==> config.mk <==
export PLATFORM = sky130hd
export DESIGN_NAME = srb_supply_ctrl
export DESIGN_NICKNAME = d
export VERILOG_FILES = /design/src/hdl/srb_pkg.sv /design/src/hdl/srb_sync2.sv /design/src/hdl/srb_trx_supply.sv /design/src/hdl/srb_supply_ctrl.sv
export VERILOG_INCLUDE_DIRS = /design/src /design/src/hdl
export SDC_FILE = /design/constraint.sdc
export NUM_CORES = 1
export LEC_CHECK = 0
export BUFFER_PORTS_ARGS = -buffer_cell sky130_fd_sc_hd__buf_4
export CAP_MARGIN = 15
export CELL_PAD_IN_SITES_DETAIL_PLACEMENT = 1
export CELL_PAD_IN_SITES_GLOBAL_PLACEMENT = 1
export CORE_UTILIZATION = 30
export CTS_BUF_LIST = sky130_fd_sc_hd__clkbuf_4 sky130_fd_sc_hd__clkbuf_8
export DETAILED_ROUTE_END_ITERATION = 8
export GPL_TIMING_DRIVEN = 0
export PLACE_DENSITY = 0.67
export SYNTH_ARGS = -nofsm -noshare
export SYNTH_HDL_FRONTEND = slang
export SYNTH_HIERARCHICAL = 1
export SYNTH_SLANG_ARGS = --single-unit
==> constraint.sdc <==
create_clock -name sys_clk_in -period 7.5 [get_ports sys_clk_in]
set_input_delay 1.5 -clock sys_clk_in [delete_from_list [all_inputs] [get_ports sys_clk_in]]
set_output_delay 1.5 -clock sys_clk_in [all_outputs]
set_load 0.05 [all_outputs]
==> src/hdl/srb_defines.svh <==
`ifndef SRB_DEFINES_SVH
`define SRB_DEFINES_SVH

// Auxiliary settings register layout
`define SRB_AUX_BYP_BIT    7
`define SRB_AUX_MAP_MSB    6
`define SRB_AUX_MAP_LSB    5
`define SRB_AUX_EXT_BIT    4
`define SRB_AUX_KEEP_BIT   3
`define SRB_AUX_SET_BIT    2
`define SRB_AUX_PAV_MSB    1
`define SRB_AUX_PAV_LSB    0
`define SRB_AUX_RESET      8'h02
`define SRB_AUX_WR_MASK    8'hfb

// Battery monitor control register layout
`define SRB_BMC_STAT_BIT   5
`define SRB_BMC_RANGE_BIT  4
`define SRB_BMC_CODE_MSB   3
`define SRB_BMC_CODE_LSB   0
`define SRB_BMC_RESET      8'h02
`define SRB_BMC_WR_MASK    8'h1f

// Gain map codes
`define SRB_MAP_INTERNAL   2'h0
`define SRB_MAP_9DB        2'h1
`define SRB_MAP_12DB       2'h2

// Amplifier supply codes: 2.0 V, 2.2 V, 2.4 V
`define SRB_PAV_2V0        2'h0
`define SRB_PAV_2V2        2'h1
`define SRB_PAV_2V4        2'h2

// Threshold ladders in mV
`define SRB_THR_BASE_HIGH  12'h9f6
`define SRB_THR_BASE_LOW   12'h6a4
`define SRB_THR_STEP_HIGH  12'h04b
`define SRB_THR_STEP_LOW   12'h032

// Frontend pin configurations
`define SRB_FE_CFG_NONE    2'h0
`define SRB_FE_CFG_ONE     2'h1
`define SRB_FE_CFG_TWO     2'h2
`define SRB_FE_CFG_THREE   2'h3

`endif

==> src/hdl/srb_pkg.sv <==
package srb_pkg;

	typedef enum logic [2:0] {
		SRB_IDLE   = 3'h0,
		SRB_TRANSMIT_PREPARE_STATE = 3'h1,
		SRB_TX     = 3'h3,
		SRB_RX     = 3'h2,
		SRB_SLEEP  = 3'h6
	} srb_radio_state_t;

	typedef enum logic [1:0] {
		SRB_CAL_IDLE = 2'h0,
		SRB_CAL_WAIT = 2'h1,
		SRB_CAL_GO   = 2'h3
	} srb_cal_state_t;

endpackage : srb_pkg

==> src/hdl/srb_sync2.sv <==
module srb_sync2 #(
	parameter int W = 1
) (
	input  wire logic         sys_clk_in,
	input  wire logic         sys_rst_in,
	input  wire logic [W-1:0] async_in,
	output logic      [W-1:0] sync_out
);
	import srb_pkg::*;

	logic [W-1:0] meta_r;
	logic [W-1:0] meta_nxt;
	logic [W-1:0] sync_r;
	logic [W-1:0] sync_nxt;

	// First stage feeds only the second stage
	always_comb begin
		meta_nxt = async_in;
		sync_nxt = meta_r;
	end

	always_ff @(posedge sys_clk_in) begin
		if (sys_rst_in) begin
			meta_r <= '0;
			sync_r <= '0;
		end else begin
			meta_r <= meta_nxt;
			sync_r <= sync_nxt;
		end
	end

	assign sync_out = sync_r;

endmodule : srb_sync2

==> src/hdl/srb_trx_supply.sv <==
module srb_trx_supply (
	input  wire logic                     sys_clk_in,
	input  wire logic                     sys_rst_in,
	input  wire srb_pkg::srb_radio_state_t radio_state_in,
	input  wire logic                     analog_supply_keep_on_in,
	input  wire logic                     external_analog_supply_in,
	input  wire logic                     analog_supply_settled_in,
	output logic                          analog_regulator_out,
	output logic                          cal_start_out
);
	import srb_pkg::*;

	logic             reg_on_r;
	logic             reg_on_nxt;
	logic             cal_start_r;
	logic             cal_start_nxt;
	srb_radio_state_t prev_r;
	srb_radio_state_t prev_nxt;
	srb_cal_state_t   cal_r;
	srb_cal_state_t   cal_nxt;
	logic             active;
	logic             leave_idle;

	always_comb begin
		active = (radio_state_in == SRB_TRANSMIT_PREPARE_STATE) || (radio_state_in == SRB_TX) ||
			(radio_state_in == SRB_RX);
		leave_idle = (prev_r == SRB_IDLE) &&
			((radio_state_in == SRB_TRANSMIT_PREPARE_STATE) || (radio_state_in == SRB_RX));
		reg_on_nxt = !external_analog_supply_in && (radio_state_in != SRB_SLEEP) &&
			(active || analog_supply_keep_on_in);
		prev_nxt = radio_state_in;
		cal_nxt = cal_r;
		cal_start_nxt = 1'b0;
		case (cal_r)
			SRB_CAL_IDLE: begin
				if (leave_idle) begin
					cal_nxt = SRB_CAL_WAIT;
				end
			end
			SRB_CAL_WAIT: begin
				// Calibration waits for the regulator or the external supply, and for the settled flag
				if (!active) begin
					cal_nxt = SRB_CAL_IDLE;
				end else if ((reg_on_r || external_analog_supply_in) &&
					analog_supply_settled_in) begin
					cal_nxt = SRB_CAL_GO;
				end
			end
			SRB_CAL_GO: begin
				cal_start_nxt = 1'b1;
				cal_nxt = SRB_CAL_IDLE;
			end
			default: begin
				cal_nxt = SRB_CAL_IDLE;
			end
		endcase
	end

	always_ff @(posedge sys_clk_in) begin
		if (sys_rst_in) begin
			reg_on_r    <= 1'b0;
			cal_start_r <= 1'b0;
			prev_r      <= SRB_IDLE;
			cal_r       <= SRB_CAL_IDLE;
		end else begin
			reg_on_r    <= reg_on_nxt;
			cal_start_r <= cal_start_nxt;
			prev_r      <= prev_nxt;
			cal_r       <= cal_nxt;
		end
	end

	assign analog_regulator_out = reg_on_r;
	assign cal_start_out        = cal_start_r;
endmodule : srb_trx_supply

==> src/hdl/srb_supply_ctrl.sv <==
// Behaviour
// - Digital regulator stays on, off only when both transceivers sleep.
// - Analog regulator on only in transmit-prepare, transmit or receive of its transceiver, or in idle with keep-on set.
// - Keep-on bit holds analog regulator on except in sleep or with the external-supply bit set; resets to zero.
// - Auxiliary register bit 2 reads whether the analog supply has settled.
// - External-supply bit keeps the internal analog regulator off in all states.
// - No control exists to turn off the digital regulator beyond deep sleep.
// - Bypass-enable bit allows external amplifier bypass via frontend pins; resets off.
// - Two-bit gain map: internal, 9 dB back-off, 12 dB back-off.
// - Bypass bit set with gain map zero drives the bypass pin pattern.
// - Amplifier voltage code 0/1/2 selects 2.0/2.2/2.4 V; resets to 2.
// - Threshold code and range bit select threshold; 75 mV or 50 mV steps.
// - Status bit reads one while supply is above threshold, zero below.
// - Battery monitor inactive while both transceivers sleep.
// - Supply drop raises low-supply status in each non-sleeping transceiver.
// - Only a one-to-zero status transition raises the low-supply event.
// - Threshold resets to code 2, low range, i.e. 1.8 V.
// - Control register: bits 7:6 zero, status 5, range 4, code 3:0.
// - Leaving idle turns analog regulator on, unless the external-supply bit is set, before calibration starts.
`include "srb_defines.svh"

module srb_supply_ctrl (
	input  wire logic                      sys_clk_in,
	input  wire logic                      sys_rst_in,
	input  wire srb_pkg::srb_radio_state_t sub_ghz_state_in,
	input  wire srb_pkg::srb_radio_state_t high_band_state_in,
	input  wire logic [1:0]                sub_ghz_frontend_pin_config_in,
	input  wire logic [1:0]                high_band_frontend_pin_config_in,
	input  wire logic [1:0]                auxiliary_settings_wr_in,
	input  wire logic                      battery_monitor_control_wr_in,
	input  wire logic [7:0]                wr_data_in,
	input  wire logic [1:0]                analog_supply_settled_in,
	input  wire logic                      supply_threshold_monitor_in,
	input  wire logic [1:0]                interrupt_mask_in,
	input  wire logic [1:0]                interrupt_status_clear_in,
	output logic                           digital_core_regulator_out,
	output logic                           sub_ghz_analog_regulator_out,
	output logic                           high_band_analog_regulator_out,
	output logic [1:0]                     cal_start_out,
	output logic [7:0]                     sub_ghz_auxiliary_settings_out,
	output logic [7:0]                     high_band_auxiliary_settings_out,
	output logic [7:0]                     battery_monitor_control_out,
	output logic                           supply_threshold_monitor_en_out,
	output logic [3:0]                     threshold_code_out,
	output logic                           threshold_high_range_out,
	output logic [11:0]                    threshold_mv_out,
	output logic [3:0]                     amplifier_voltage_select_out,
	output logic [3:0]                     gain_map_select_out,
	output logic [1:0]                     external_amp_bypass_active_out,
	output logic [1:0]                     frontend_control_a_out,
	output logic [1:0]                     frontend_control_b_out,
	output logic [1:0]                     low_supply_event_out,
	output logic [1:0]                     irq_out
);
	import srb_pkg::*;

	function automatic logic [11:0] thr_mv(input logic [3:0] code, input logic hr);
		logic [11:0] c;
		c = {8'h00, code};
		if (hr) begin
			thr_mv = `SRB_THR_BASE_HIGH + c * `SRB_THR_STEP_HIGH;
		end else begin
			thr_mv = `SRB_THR_BASE_LOW + c * `SRB_THR_STEP_LOW;
		end
	endfunction : thr_mv

	// Returns {a, b} for the frontend pins
	function automatic logic [1:0] fe_pins(input logic [1:0] cfg,
		input srb_radio_state_t st, input logic byp);
		fe_pins = 2'h0;
		if (cfg != `SRB_FE_CFG_NONE) begin
			case (st)
				SRB_TX: begin
					fe_pins = (cfg == `SRB_FE_CFG_ONE) ? 2'h2 : 2'h3;
				end
				SRB_RX: begin
					if (!byp) begin
						fe_pins = 2'h1;
					end else if (cfg == `SRB_FE_CFG_ONE) begin
						fe_pins = 2'h3;
					end else if (cfg == `SRB_FE_CFG_TWO) begin
						fe_pins = 2'h2;
					end else begin
						fe_pins = 2'h0;
					end
				end
				default: begin
					fe_pins = 2'h0;
				end
			endcase
		end
	endfunction : fe_pins

	srb_radio_state_t st [2];
	logic [1:0]       fe_cfg [2];
	logic [1:0]       settled_s;
	logic             cmp_s;
	logic [1:0]       ana_on;
	logic [1:0]       cal_go;

	logic [7:0]  aux_r [2];
	logic [7:0]  aux_nxt [2];
	logic [4:0]  bmc_r;
	logic [4:0]  bmc_nxt;
	logic        above_r;
	logic        above_nxt;
	logic        mon_en_r;
	logic        mon_en_nxt;
	logic        dig_r;
	logic        dig_nxt;
	logic [1:0]  stat_r;
	logic [1:0]  stat_nxt;
	logic [1:0]  irq_r;
	logic [1:0]  irq_nxt;
	logic [7:0]  rd_r [3];
	logic [7:0]  rd_nxt [3];
	logic [11:0] mv_r;
	logic [11:0] mv_nxt;
	logic [3:0]  pav_r;
	logic [3:0]  pav_nxt;
	logic [3:0]  map_r;
	logic [3:0]  map_nxt;
	logic [1:0]  byp_r;
	logic [1:0]  byp_nxt;
	logic [1:0]  fea_r;
	logic [1:0]  fea_nxt;
	logic [1:0]  feb_r;
	logic [1:0]  feb_nxt;
	logic        deep;
	logic        fall;
	logic [1:0]  pins;

	assign st[0]     = sub_ghz_state_in;
	assign st[1]     = high_band_state_in;
	assign fe_cfg[0] = sub_ghz_frontend_pin_config_in;
	assign fe_cfg[1] = high_band_frontend_pin_config_in;

	srb_sync2 #(.W(3)) i_srb_sync2 (
		.sys_clk_in (sys_clk_in),
		.sys_rst_in (sys_rst_in),
		.async_in   ({supply_threshold_monitor_in, analog_supply_settled_in}),
		.sync_out   ({cmp_s, settled_s})
	);

	for (genvar g = 0; g < 2; g++) begin : g_trx
		srb_trx_supply i_srb_trx_supply (
			.sys_clk_in                (sys_clk_in),
			.sys_rst_in                (sys_rst_in),
			.radio_state_in            (st[g]),
			.analog_supply_keep_on_in  (aux_r[g][`SRB_AUX_KEEP_BIT]),
			.external_analog_supply_in (aux_r[g][`SRB_AUX_EXT_BIT]),
			.analog_supply_settled_in  (settled_s[g]),
			.analog_regulator_out      (ana_on[g]),
			.cal_start_out             (cal_go[g])
		);
	end

	// Battery monitor and low-supply events
	always_comb begin
		deep = (st[0] == SRB_SLEEP) && (st[1] == SRB_SLEEP);
		// The only off path; no register bit reaches this enable
		dig_nxt = !deep;
		mon_en_nxt = !deep;
		// Status freezes while the comparator is unpowered
		above_nxt = mon_en_r ? cmp_s : above_r;
		// Reset value zero means a supply never above the threshold gives no edge
		fall = mon_en_r && above_r && !cmp_s;
		for (int i = 0; i < 2; i++) begin
			// A fresh event wins over a clear in the same cycle
			stat_nxt[i] = (fall && (st[i] != SRB_SLEEP)) ||
				(stat_r[i] && !interrupt_status_clear_in[i]);
			irq_nxt[i] = stat_nxt[i] && interrupt_mask_in[i];
		end
	end

	always_ff @(posedge sys_clk_in) begin
		if (sys_rst_in) begin
			dig_r    <= 1'b1;
			mon_en_r <= 1'b1;
			above_r  <= 1'b0;
			stat_r   <= 2'h0;
			irq_r    <= 2'h0;
		end else begin
			dig_r    <= dig_nxt;
			mon_en_r <= mon_en_nxt;
			above_r  <= above_nxt;
			stat_r   <= stat_nxt;
			irq_r    <= irq_nxt;
		end
	end

	// Register writes and read-back
	always_comb begin
		bmc_nxt = bmc_r;
		if (battery_monitor_control_wr_in) begin
			bmc_nxt = wr_data_in[4:0] & 5'(`SRB_BMC_WR_MASK);
		end
		for (int i = 0; i < 2; i++) begin
			aux_nxt[i] = aux_r[i];
			if (auxiliary_settings_wr_in[i]) begin
				aux_nxt[i] = wr_data_in & `SRB_AUX_WR_MASK;
			end
			rd_nxt[i] = aux_r[i];
			rd_nxt[i][`SRB_AUX_SET_BIT] = settled_s[i];
		end
		rd_nxt[2] = {2'h0, above_r, bmc_r};
		mv_nxt = thr_mv(bmc_r[`SRB_BMC_CODE_MSB:`SRB_BMC_CODE_LSB],
			bmc_r[`SRB_BMC_RANGE_BIT]);
	end

	always_ff @(posedge sys_clk_in) begin
		if (sys_rst_in) begin
			aux_r[0] <= `SRB_AUX_RESET;
			aux_r[1] <= `SRB_AUX_RESET;
			bmc_r    <= 5'(`SRB_BMC_RESET);
			rd_r[0]  <= `SRB_AUX_RESET;
			rd_r[1]  <= `SRB_AUX_RESET;
			rd_r[2]  <= `SRB_BMC_RESET;
			mv_r     <= `SRB_THR_BASE_LOW + `SRB_THR_STEP_LOW + `SRB_THR_STEP_LOW;
		end else begin
			aux_r[0] <= aux_nxt[0];
			aux_r[1] <= aux_nxt[1];
			bmc_r    <= bmc_nxt;
			rd_r[0]  <= rd_nxt[0];
			rd_r[1]  <= rd_nxt[1];
			rd_r[2]  <= rd_nxt[2];
			mv_r     <= mv_nxt;
		end
	end

	// Frontend pins and per-transceiver settings
	always_comb begin
		pins = 2'h0;
		for (int i = 0; i < 2; i++) begin
			// Bypass only without an AGC back-off mapping
			byp_nxt[i] = aux_r[i][`SRB_AUX_BYP_BIT] &&
				(aux_r[i][`SRB_AUX_MAP_MSB:`SRB_AUX_MAP_LSB] == `SRB_MAP_INTERNAL);
			pins = fe_pins(fe_cfg[i], st[i], byp_nxt[i]);
			fea_nxt[i] = pins[1];
			feb_nxt[i] = pins[0];
			pav_nxt[i*2 +: 2] = aux_r[i][`SRB_AUX_PAV_MSB:`SRB_AUX_PAV_LSB];
			map_nxt[i*2 +: 2] = aux_r[i][`SRB_AUX_MAP_MSB:`SRB_AUX_MAP_LSB];
		end
	end

	always_ff @(posedge sys_clk_in) begin
		if (sys_rst_in) begin
			byp_r <= 2'h0;
			fea_r <= 2'h0;
			feb_r <= 2'h0;
			pav_r <= {`SRB_PAV_2V4, `SRB_PAV_2V4};
			map_r <= {`SRB_MAP_INTERNAL, `SRB_MAP_INTERNAL};
		end else begin
			byp_r <= byp_nxt;
			fea_r <= fea_nxt;
			feb_r <= feb_nxt;
			pav_r <= pav_nxt;
			map_r <= map_nxt;
		end
	end

	assign digital_core_regulator_out       = dig_r;
	assign sub_ghz_analog_regulator_out     = ana_on[0];
	assign high_band_analog_regulator_out   = ana_on[1];
	assign cal_start_out                    = cal_go;
	assign sub_ghz_auxiliary_settings_out   = rd_r[0];
	assign high_band_auxiliary_settings_out = rd_r[1];
	assign battery_monitor_control_out      = rd_r[2];
	assign supply_threshold_monitor_en_out  = mon_en_r;
	assign threshold_code_out               = bmc_r[`SRB_BMC_CODE_MSB:`SRB_BMC_CODE_LSB];
	assign threshold_high_range_out         = bmc_r[`SRB_BMC_RANGE_BIT];
	assign threshold_mv_out                 = mv_r;
	assign amplifier_voltage_select_out     = pav_r;
	assign gain_map_select_out              = map_r;
	assign external_amp_bypass_active_out   = byp_r;
	assign frontend_control_a_out           = fea_r;
	assign frontend_control_b_out           = feb_r;
	assign low_supply_event_out             = stat_r;
	assign irq_out                          = irq_r;
endmodule : srb_supply_ctrl

# [After elaboration in Yosys (flattened, before gate mapping)]
# Memory sizes are Yosys's and may differ from the RTL's.
# Index checks and enable logic that the tools add are counted.
[totals] reg_bits=57 mem_bits_rw=40 in_bits=30 mem_count=2
[classes] add_sub_neg=2 n_mul=2 n_eq_ne=22 n_mux=31 bitwise_logic=7 reduce_logical=49
[mem_list] name="rd_r" depth=3 word_bits=8 rd=3 rd_ports_with_merged_regs=0 wr=3 line="srb_supply_ctrl.sv:115" rtl="logic [7:0] rd_r [3];"
[mem_list] name="aux_r" depth=2 word_bits=8 rd=2 rd_ports_with_merged_regs=0 wr=2 line="srb_supply_ctrl.sv:101" rtl="logic [7:0] aux_r [2];"
[ops] op="$mux 8" count=7
[ops] op="$mux 2" count=12
[ops] op="$logic_and 1x1->1" count=19
[ops] op="$pmux 2 s2" count=4
[ops] op="$add 11x10->12 const A" count=1
[ops] op="$add 12x11->12 const A" count=1
[ops] op="$eq 3x2->1 const B" count=4
[ops] op="$logic_or 1x1->1" count=12
[ops] op="$mux 12" count=1
[ops] op="$ne 3x3->1 const B" count=4
[ops] op="$mul 4x7->11 const B" count=1
[ops] op="$mul 4x5->9 const B" count=1
[ops] op="$eq 2x1->1 const B" count=4
[ops] op="$eq 2x2->1 const B" count=4
[ops] op="$logic_not 2->1" count=4
[ops] op="$mux 1" count=7
[ops] op="$eq 3x1->1 const B" count=2
[ops] op="$eq 3x3->1 const B" count=2
[ops] op="$logic_not 1->1" count=6
[ops] op="$logic_not 3->1" count=2
[ops] op="$or 1x1->1" count=5
[ops] op="$ne 2x1->1 const B" count=2
[ops] op="$reduce_and 2->1" count=2
[ops] op="$reduce_bool 2->1" count=2
[ops] op="2 further kinds" count=4

# [Logic depth before layout (Yosys ltp)]
# Gate-level depths: netlist of the first run.
# An unclocked memory read counts as a cell.
[logic_depth] ltp_word=6 depth_mapped=12 mapped_depth_nobuf=12

# [Hierarchy]
# The synthesis of the first run kept the hierarchy.
[by_module_without_submodules] mod="srb_supply_ctrl" n_inst=1 cells_per_inst=318 area_per_inst_um2=3096.7 seq_area_each_um2=1301.2
[by_module_without_submodules] mod="srb_trx_supply" n_inst=2 cells_per_inst=23 area_per_inst_um2=247.7 seq_area_each_um2=140.1
[by_module_without_submodules] mod="srb_sync2" n_inst=1 cells_per_inst=12 area_per_inst_um2=157.7 seq_area_each_um2=120.1

# [Worst setup path before layout of the first run]
# No wires, ideal clock.
[synth_path] path_type="register -> register" start="register bmc_r[2]" end="register mv_r[10], in the netlist threshold_mv_out[10]" setup_time_ns=0.122 arrival_ns=2.967 t_required_ns=7.378 slack_ns=4.411 stages_incl_launch_ff=12 n_path_buf=0 synth_period_minus_slack_ns=3.089 path_cell_list="dfxtp_1 inv_1 ha_1 xor2_1 xnor2_1 ha_1 fa_1 a211oi_2 o21ai_2 o31ai_2 xnor2_1 a221o_1"
[synth_via] elab_chain_len=3
[synth_lines] item="from (decl)" line="srb_supply_ctrl.sv:103" rtl="logic [4:0] bmc_r;"
[synth_lines] item="from (signal assigned)" line="srb_supply_ctrl.sv:215" rtl="bmc_r <= 5'(`SRB_BMC_RESET);"
[synth_lines] item="from (signal assigned)" line="srb_supply_ctrl.sv:223" rtl="bmc_r <= bmc_nxt;"
[synth_lines] item="$mul 4x7->11 (no source line) / $mul 4x5->9 (equally long branches)"
[synth_lines] item="$add 12x11->12 (no source line) / $add 11x10->12 (equally long branches)"
[synth_lines] item="$mux 12 *" line="srb_supply_ctrl.sv:60" rtl="if (hr) begin"
[synth_lines] item="to (signal assigned)" line="srb_supply_ctrl.sv:219" rtl="mv_r <= `SRB_THR_BASE_LOW + `SRB_THR_STEP_LOW + `SRB_THR_STEP_LOW;"
[synth_lines] item="to (signal assigned)" line="srb_supply_ctrl.sv:227" rtl="mv_r <= mv_nxt;"
[synth_lines] item="to (decl)" line="srb_supply_ctrl.sv:117" rtl="logic [11:0] mv_r;"
# Mark *: on every way between the ends. The rest lies on a longest branch, timed or not.
# A chain may end at the register's enable or synchronous reset.

# [Final worst setup path of the first run]
# Ends and elaborated chain as after synthesis.

==> results.md, run 1 <==
* Leakage power at 2.270 nW
* Cells after synthesis at 376
* Setup TNS at 0 ns
* Die Y at 113.8 um
* Hold WC Path Type: register to register
* Die width at 113.8 um
* Final Power at 1.083 mW
* Commonest cells in the netlist: dfxtp_1 (85), nor2_1 (46), ha_1 (34)
* Longest Clk Path Bufs at 2
* Final hold vios at 0
* FILL cells at 1412
* Top Ports at 95
* Residual DRC at 0
* Fmax achieved at 282.5 MHz
* Dominant cells by area after synthesis: dfxtp_1 (45%), ha_1 (11%), mux2i_1 (5.6%)
* Overflow left after global routing at 0
* Slew Limit Fails at 0
* Post-route minimum period at 3.540 ns
* Share of layout cells above drive strength 1 at 0.2744
* Post-CTS setup buffers at 0
* CTS resizes at 0
* Crit Path Max Fanout at 10
* CTS tree: done
* Synthesized area at 3750 um2
* Yosys cell types at 47
* Post-Route WL at 9596 um
* Initial Util at 0.3096
* DP HPWL at 7428 um
* Final net count at 543
* Final Wtd Congestion at 0.8168
* GRT Overall Usage at 0.1504
* Worst slew margin at 0.5734
* Post-Place Cell Area at 4632 um2
* R2R cell count at 11
* Status: completed
* DIE AREA at 12950 um2
* Area leader, netlist: dfxtp_1
* Worst-path clk slew at 0.09 ns
* Synthesis-to-finish area growth at 28.70%
* Most frequent cell after synthesis: dfxtp_1
* CTS Buf Count at 9
* Root Buffer: clkbuf_8
* Wire length per cell at 14.79 um
* Max Cap Viol at 0
* Predominant post-synthesis flop cell: dfxtp_1
* Core area at 12110 um2
* Drt via density at 4.391
* Area of the multi-input gates at 1829 um2
* Seq/Total Area, Yosys at 0.4538
* WP data required at 7.73 ns
* First-pass GRT wire length at 14880 um
* Top-area cell type share of the netlist area at 0.4538
* Initial antenna violation count at 0
* Setup crit start kind: register
* Async SR Flop Fraction at 0
* Max VDD drop at 0.06311 mV
* Vias at 2850
* Pre-Repair DR Iteration Count at 4
* Worst-Margin Slew at 0.6399 ns
* IO buf count at 89
* Antenna diode count at 0
* Crit path capture type: register
* Number of global-route vias before repair at 2962
* Critical path class: register to register
* RSZ-0062 raised after global routing: no
* Post-route ant nets at 0
* Pwr per Cell Area at 224.5 nW/um2
* Worst EP arrival at 3.77 ns
* Post-route design area at 4826 um2
* CTS sink count at 85
* # setup viols final at 0
* Register area at 1702 um2
* Synthesis Warnings at 6
* Cts hold-fix bufs at 0
* Rows at 40
* Synth Register Bits at 85
* CTS H-tree depth at 3
* Initial DRC Count at 76
* Clk_lat worst skew at 0.35 ns
* Largest net degree at the start of global routing at 20
* Syn avg cell area at 9.973 um2
* Clock Skew at 0.01178 ns
* Hold Path Stages at 1
* Number of enable flip-flop cells after synthesis at 0
* Period Utilization, post-route at 0.4720
## worst max-delay path: stages, from the launching register on
cell	delay [ns]
dfxtp_1	0.59
inv_1	0.24
ha_1	0.42
xor2_1	0.18
xnor2_1	0.15
ha_1	0.34
fa_1	0.50
a211oi_2	0.28
o21ai_2	0.11
o31ai_2	0.21
xnor2_1	0.10
a221o_1	0.30
## area by class of cell
type | count | share of cell area
Buffer | 26 | 0.03215
Clock buffer | 11 | 0.03008
Clock inverter | 4 | 0.01011
Inverter | 18 | 0.01400
Multi-Input combinational cell | 248 | 0.3791
Sequential cell | 85 | 0.3526
Tap cell | 168 | 0.04356
Timing Repair Buffer | 89 | 0.1384
## routing by layer
metal | track usage | part of all wire
met1 | 0.1772 | 0.44
met3 | 0.02976 | 0.048
met4 | 0.03896 | 0.0067
met2 | 0.2776 | 0.51
met5 | 0 | 0
## layout by cell type (no fill, tap or decap), types with 3 or more instances in the layout
cell,instances
nand2_1,15
o21ai_0,4
xnor2_1,9
ha_1,34
nor3_1,5
nor2_1,46
a31oi_1,4
nand3_1,5
a211oi_1,4
clkbuf_8,10
buf_4,104
nor2b_1,32
xor2_1,6
dfxtp_1,85
clkbuf_1,9
and2_1,5
o2111a_1,3
a21oi_1,17
inv_1,18
nand3b_1,3
mux2i_1,21
a21o_1,3
## stage by stage
stage | instances | setup slack, ns | utilization | hold slack, ns
floorplan | 377 | 4.411 | - | 0.4138
global placement | 634 | 3.964 | 0.3824 | 0.4225
detailed placement | 634 | 3.919 | 0.3824 | 0.4331
CTS | 649 | 3.884 | 0.3985 | 0.4566
global route | 649 | 3.775 | 0.3985 | 0.4612
finish | 649 | 3.960 | 0.3985 | 0.4497
## kinds of logic after synthesis
| family | share of synthesized area |
|---|---|
| compound gates | 0.1038 |
| xor+xnor | 0.03504 |
| fa+ha+maj | 0.1241 |
| buf+inv | 0.05939 |
| flops | 0.4538 |
| mux | 0.05606 |
| other cells | 0.001000 |
| simple gates | 0.1668 |
## path summary, 6_finish.rpt
kind,from,endpoint,slack [ns]
worst max-delay path,bmc_r[2]$_SDFFE_PP0P_,threshold_mv_out[10]$_SDFF_PP1_,3.96
worst min-delay path,i_srb_sync2/meta_r[2]$_SDFF_PP0_,i_srb_sync2/sync_out[2]$_SDFF_PP0_,0.45
worst max register to register,bmc_r[2]$_SDFFE_PP0P_,threshold_mv_out[10]$_SDFF_PP1_,3.96
worst min register to register,i_srb_sync2/meta_r[2]$_SDFF_PP0_,i_srb_sync2/sync_out[2]$_SDFF_PP0_,0.45
## where the power goes
part	internal [mW]	switching (mW)	total, mW
clock network	0.165	0.159	0.324
registers	0.476	0.0154	0.491
logic	0.103	0.166	0.269
## flip-flops by register name (all words and copies together), names as in the netlist
| name | count |
|---|---|
| above_r | 1 |
| frontend_control_b_out | 2 |
| irq_out | 2 |
| bmc_r | 5 |
| rd_r | 16 |
| threshold_mv_out | 12 |
| external_amp_bypass_active_out | 2 |
| frontend_control_a_out | 2 |
| gain_map_select_out | 3 |
| digital_core_regulator_out | 1 |
| g_trx.i_srb_trx_supply/cal_r | 4 |
| g_trx.i_srb_trx_supply/cal_start_out | 2 |
| g_trx.i_srb_trx_supply/analog_regulator_out | 2 |
| i_srb_sync2/meta_r | 3 |
| low_supply_event_out | 2 |
| g_trx.i_srb_trx_supply/prev_r | 6 |
| amplifier_voltage_select_out | 3 |
| aux_r | 14 |
| i_srb_sync2/sync_out | 3 |
Power figures use the tool's default switching activity.
==> run 2: changes to the inputs <==
- clock period: 7.5 -> 3.4 ns (I/O delays scaled with it)
==> results.md, run 2 (synthesis gave the netlist of run 1 again) <==
* Vias at 2855 (was 2850)
* Crit Path Max Fanout at 10 (unchanged)
* Worst-path clk slew at 0.09 ns (about the same)
* Final hold vios at 0 (unchanged)
* Number of global-route vias before repair at 2962 (unchanged)
* Worst-Margin Slew at 0.6400 ns (was 0.6399 ns)
* Initial antenna violation count at 0 (unchanged)
* Max VDD drop at 0.1392 mV (was 0.06311 mV)
* Post-route minimum period at 3.170 ns (was 3.540 ns)
* Status: completed (unchanged)
* DIE AREA at 12950 um2 (unchanged)
* Longest Clk Path Bufs at 2 (unchanged)
* Wire length per cell at 14.79 um (about the same)
* Worst slew margin at 0.5734 (about the same)
* Overflow left after global routing at 0 (unchanged)
* CTS sink count at 85 (unchanged)
* Reg with most FFs: rd_r (unchanged)
* Post-layout util at 0.3998 (was 0.3985)
* First-pass GRT wire length at 14880 um (unchanged)
* DP HPWL at 7428 um (unchanged)
* Commonest cells after routing, fill and taps aside: buf_4 (104), dfxtp_1 (84), nor2_1 (46) (was buf_4 (104), dfxtp_1 (85), nor2_1 (46))
* Leakage power at 2.271 nW (was 2.270 nW)
* Worst EP arrival at 3.40 ns (was 3.77 ns)
* CTS tree: done (unchanged)
* Post-route ant nets at 0 (unchanged)
* Drt via density at 4.399 (was 4.391)
* RSZ-0062 raised after global routing: no (unchanged)
* GR peak layer: met2 (unchanged)
* Hold path startpoint: i_srb_sync2/meta_r[2]$_SDFF_PP0_ (unchanged)
* Slew Limit Fails at 0 (unchanged)
* Share of layout cells above drive strength 1 at 0.2786 (was 0.2744)
* Fmax achieved at 315.5 MHz (was 282.5 MHz)
* Met3 usage at 0.02976 (unchanged)
* Clk_lat worst skew at 0.35 ns (about the same)
* Die width at 113.8 um (unchanged)
* Area of the multi-input gates at 1842 um2 (was 1829 um2)
* Max Cap Viol at 0 (unchanged)
* Post-Route WL at 9601 um (was 9596 um)
* Initial Util at 0.3096 (unchanged)
* Cts hold-fix bufs at 0 (unchanged)
* Top Ports at 95 (unchanged)
* Antenna diode count at 0 (unchanged)
* CTS Buf Count at 9 (unchanged)
* Pre-CTS WS at -0.1806 ns (was 3.919 ns)
* GRT Overall Usage at 0.1504 (unchanged)
* Die Y at 113.8 um (unchanged)
* Worst Setup SP: bmc_r[2]$_SDFFE_PP0P_ (unchanged)
* R2R cell count at 11 (unchanged)
* Period Utilization, post-route at 0.9324 (was 0.4720)
* Rows at 40 (unchanged)
* Met1 Track Usage GR at 0.1772 (unchanged)
* Commonest non-fill, non-tap cell in the layout: buf_4 (unchanged)
* FILL cells at 1407 (was 1412)
* Critical path class: register to register (unchanged)
* Largest net degree at the start of global routing at 20 (unchanged)
* FF-to-FF Start: bmc_r[2]$_SDFFE_PP0P_ (unchanged)
* Synthesis-to-finish area growth at 29.13% (was 28.70%)
* Setup WS post-layout at 0.2299 ns (was 3.960 ns)
* Root Buffer: clkbuf_8 (unchanged)
* Crit path capture type: register (unchanged)
* Hold WC Path Type: register to register (unchanged)
* Register area at 1705 um2 (was 1702 um2)
* WP data required at 3.63 ns (was 7.73 ns)
* Pre-Repair DR Iteration Count at 4 (unchanged)
* Residual DRC at 0 (unchanged)
* Setup crit start kind: register (unchanged)
* Pwr per Cell Area at 493.9 nW/um2 (was 224.5 nW/um2)
* Core area at 12110 um2 (unchanged)
* # setup viols final at 0 (unchanged)
* Largest register FFs at 16 (unchanged)
* Met2 Track Usage GR at 0.2776 (unchanged)
* Final net count at 543 (unchanged)
* Clock Skew at 0.01178 ns (unchanged)
* CTS H-tree depth at 3 (unchanged)
* Initial DRC Count at 75 (was 76)
* Final Wtd Congestion at 0.8168 (unchanged)
* IO buf count at 89 (unchanged)
* Hold Path Stages at 1 (unchanged)
run 2: cell counts in the layout (fill, tap and decap cells not counted):
No cell type changed its count.
run 2: final timing paths:
path | to | slack [ns]
worst max-delay path | threshold_mv_out[10]$_SDFF_PP1_ | 0.23
worst min-delay path | i_srb_sync2/sync_out[2]$_SDFF_PP0_ | 0.45
worst max register to register | threshold_mv_out[10]$_SDFF_PP1_ | 0.23
worst min register to register | i_srb_sync2/sync_out[2]$_SDFF_PP0_ | 0.45
run 2: metrics by stage:
stage	power, mW	TNS, ns	instances	hold slack [ns]	area [um2]
6_report	2.392	0	649	0.4483	4842
5_1_grt	2.518	0	649	0.4611	4842
2_1_floorplan	1.524	0	377	0.4138	3754
3_3_place_gp	1.693	-0.1359	634	0.4225	4632
4_1_cts	2.426	0	649	0.4565	4830
3_5_place_dp	1.705	-0.1806	634	0.4331	4632
run 2: final cells by class:
| cell class | instances | share of cell area |
|---|---|---|
| Sequential cell | 85 | 0.3522 |
| Timing Repair Buffer | 89 | 0.1380 |
| Inverter | 18 | 0.01395 |
| Multi-Input combinational cell | 248 | 0.3804 |
| Buffer | 26 | 0.03204 |
| Clock buffer | 11 | 0.02997 |
| Clock inverter | 4 | 0.01008 |
| Tap cell | 168 | 0.04341 |
run 2: power by group:
| part | internal, mW | switching [mW] | leakage [nW] |
|---|---|---|---|
| clock network | 0.363 | 0.350 | 0.103 |
| registers | 1.05 | 0.0343 | 0.699 |
| logic | 0.229 | 0.366 | 1.47 |
| total | 1.64 | 0.751 | 2.27 |
run 2: critical path: stages, from the launching register on:
cell and delay (ns):
dfxtp_4 0.43, inv_1 0.17, ha_4 0.33, xor2_1 0.18, xnor2_1 0.15, ha_1 0.29, fa_1 0.50, a211oi_2 0.28
o21ai_2 0.11, o31ai_2 0.21, xnor2_1 0.10, a221o_1 0.30
run 2: repair_timing:
item / CTS / global route
buffers inserted: 0 / 0
gates resized for setup: 2 / 1
gates cloned: 0 / 0
setup endpoints to repair: 1 / 1
endpoints found under the hold margin: 0 / 0
run 2: layer usage:
layer / vias up / routed length, um
met3: 5 / 461
met5: - / 0
met2: 63 / 4852
met4: 0 / 64
li1: 1446 / -
met1: 1341 / 4222
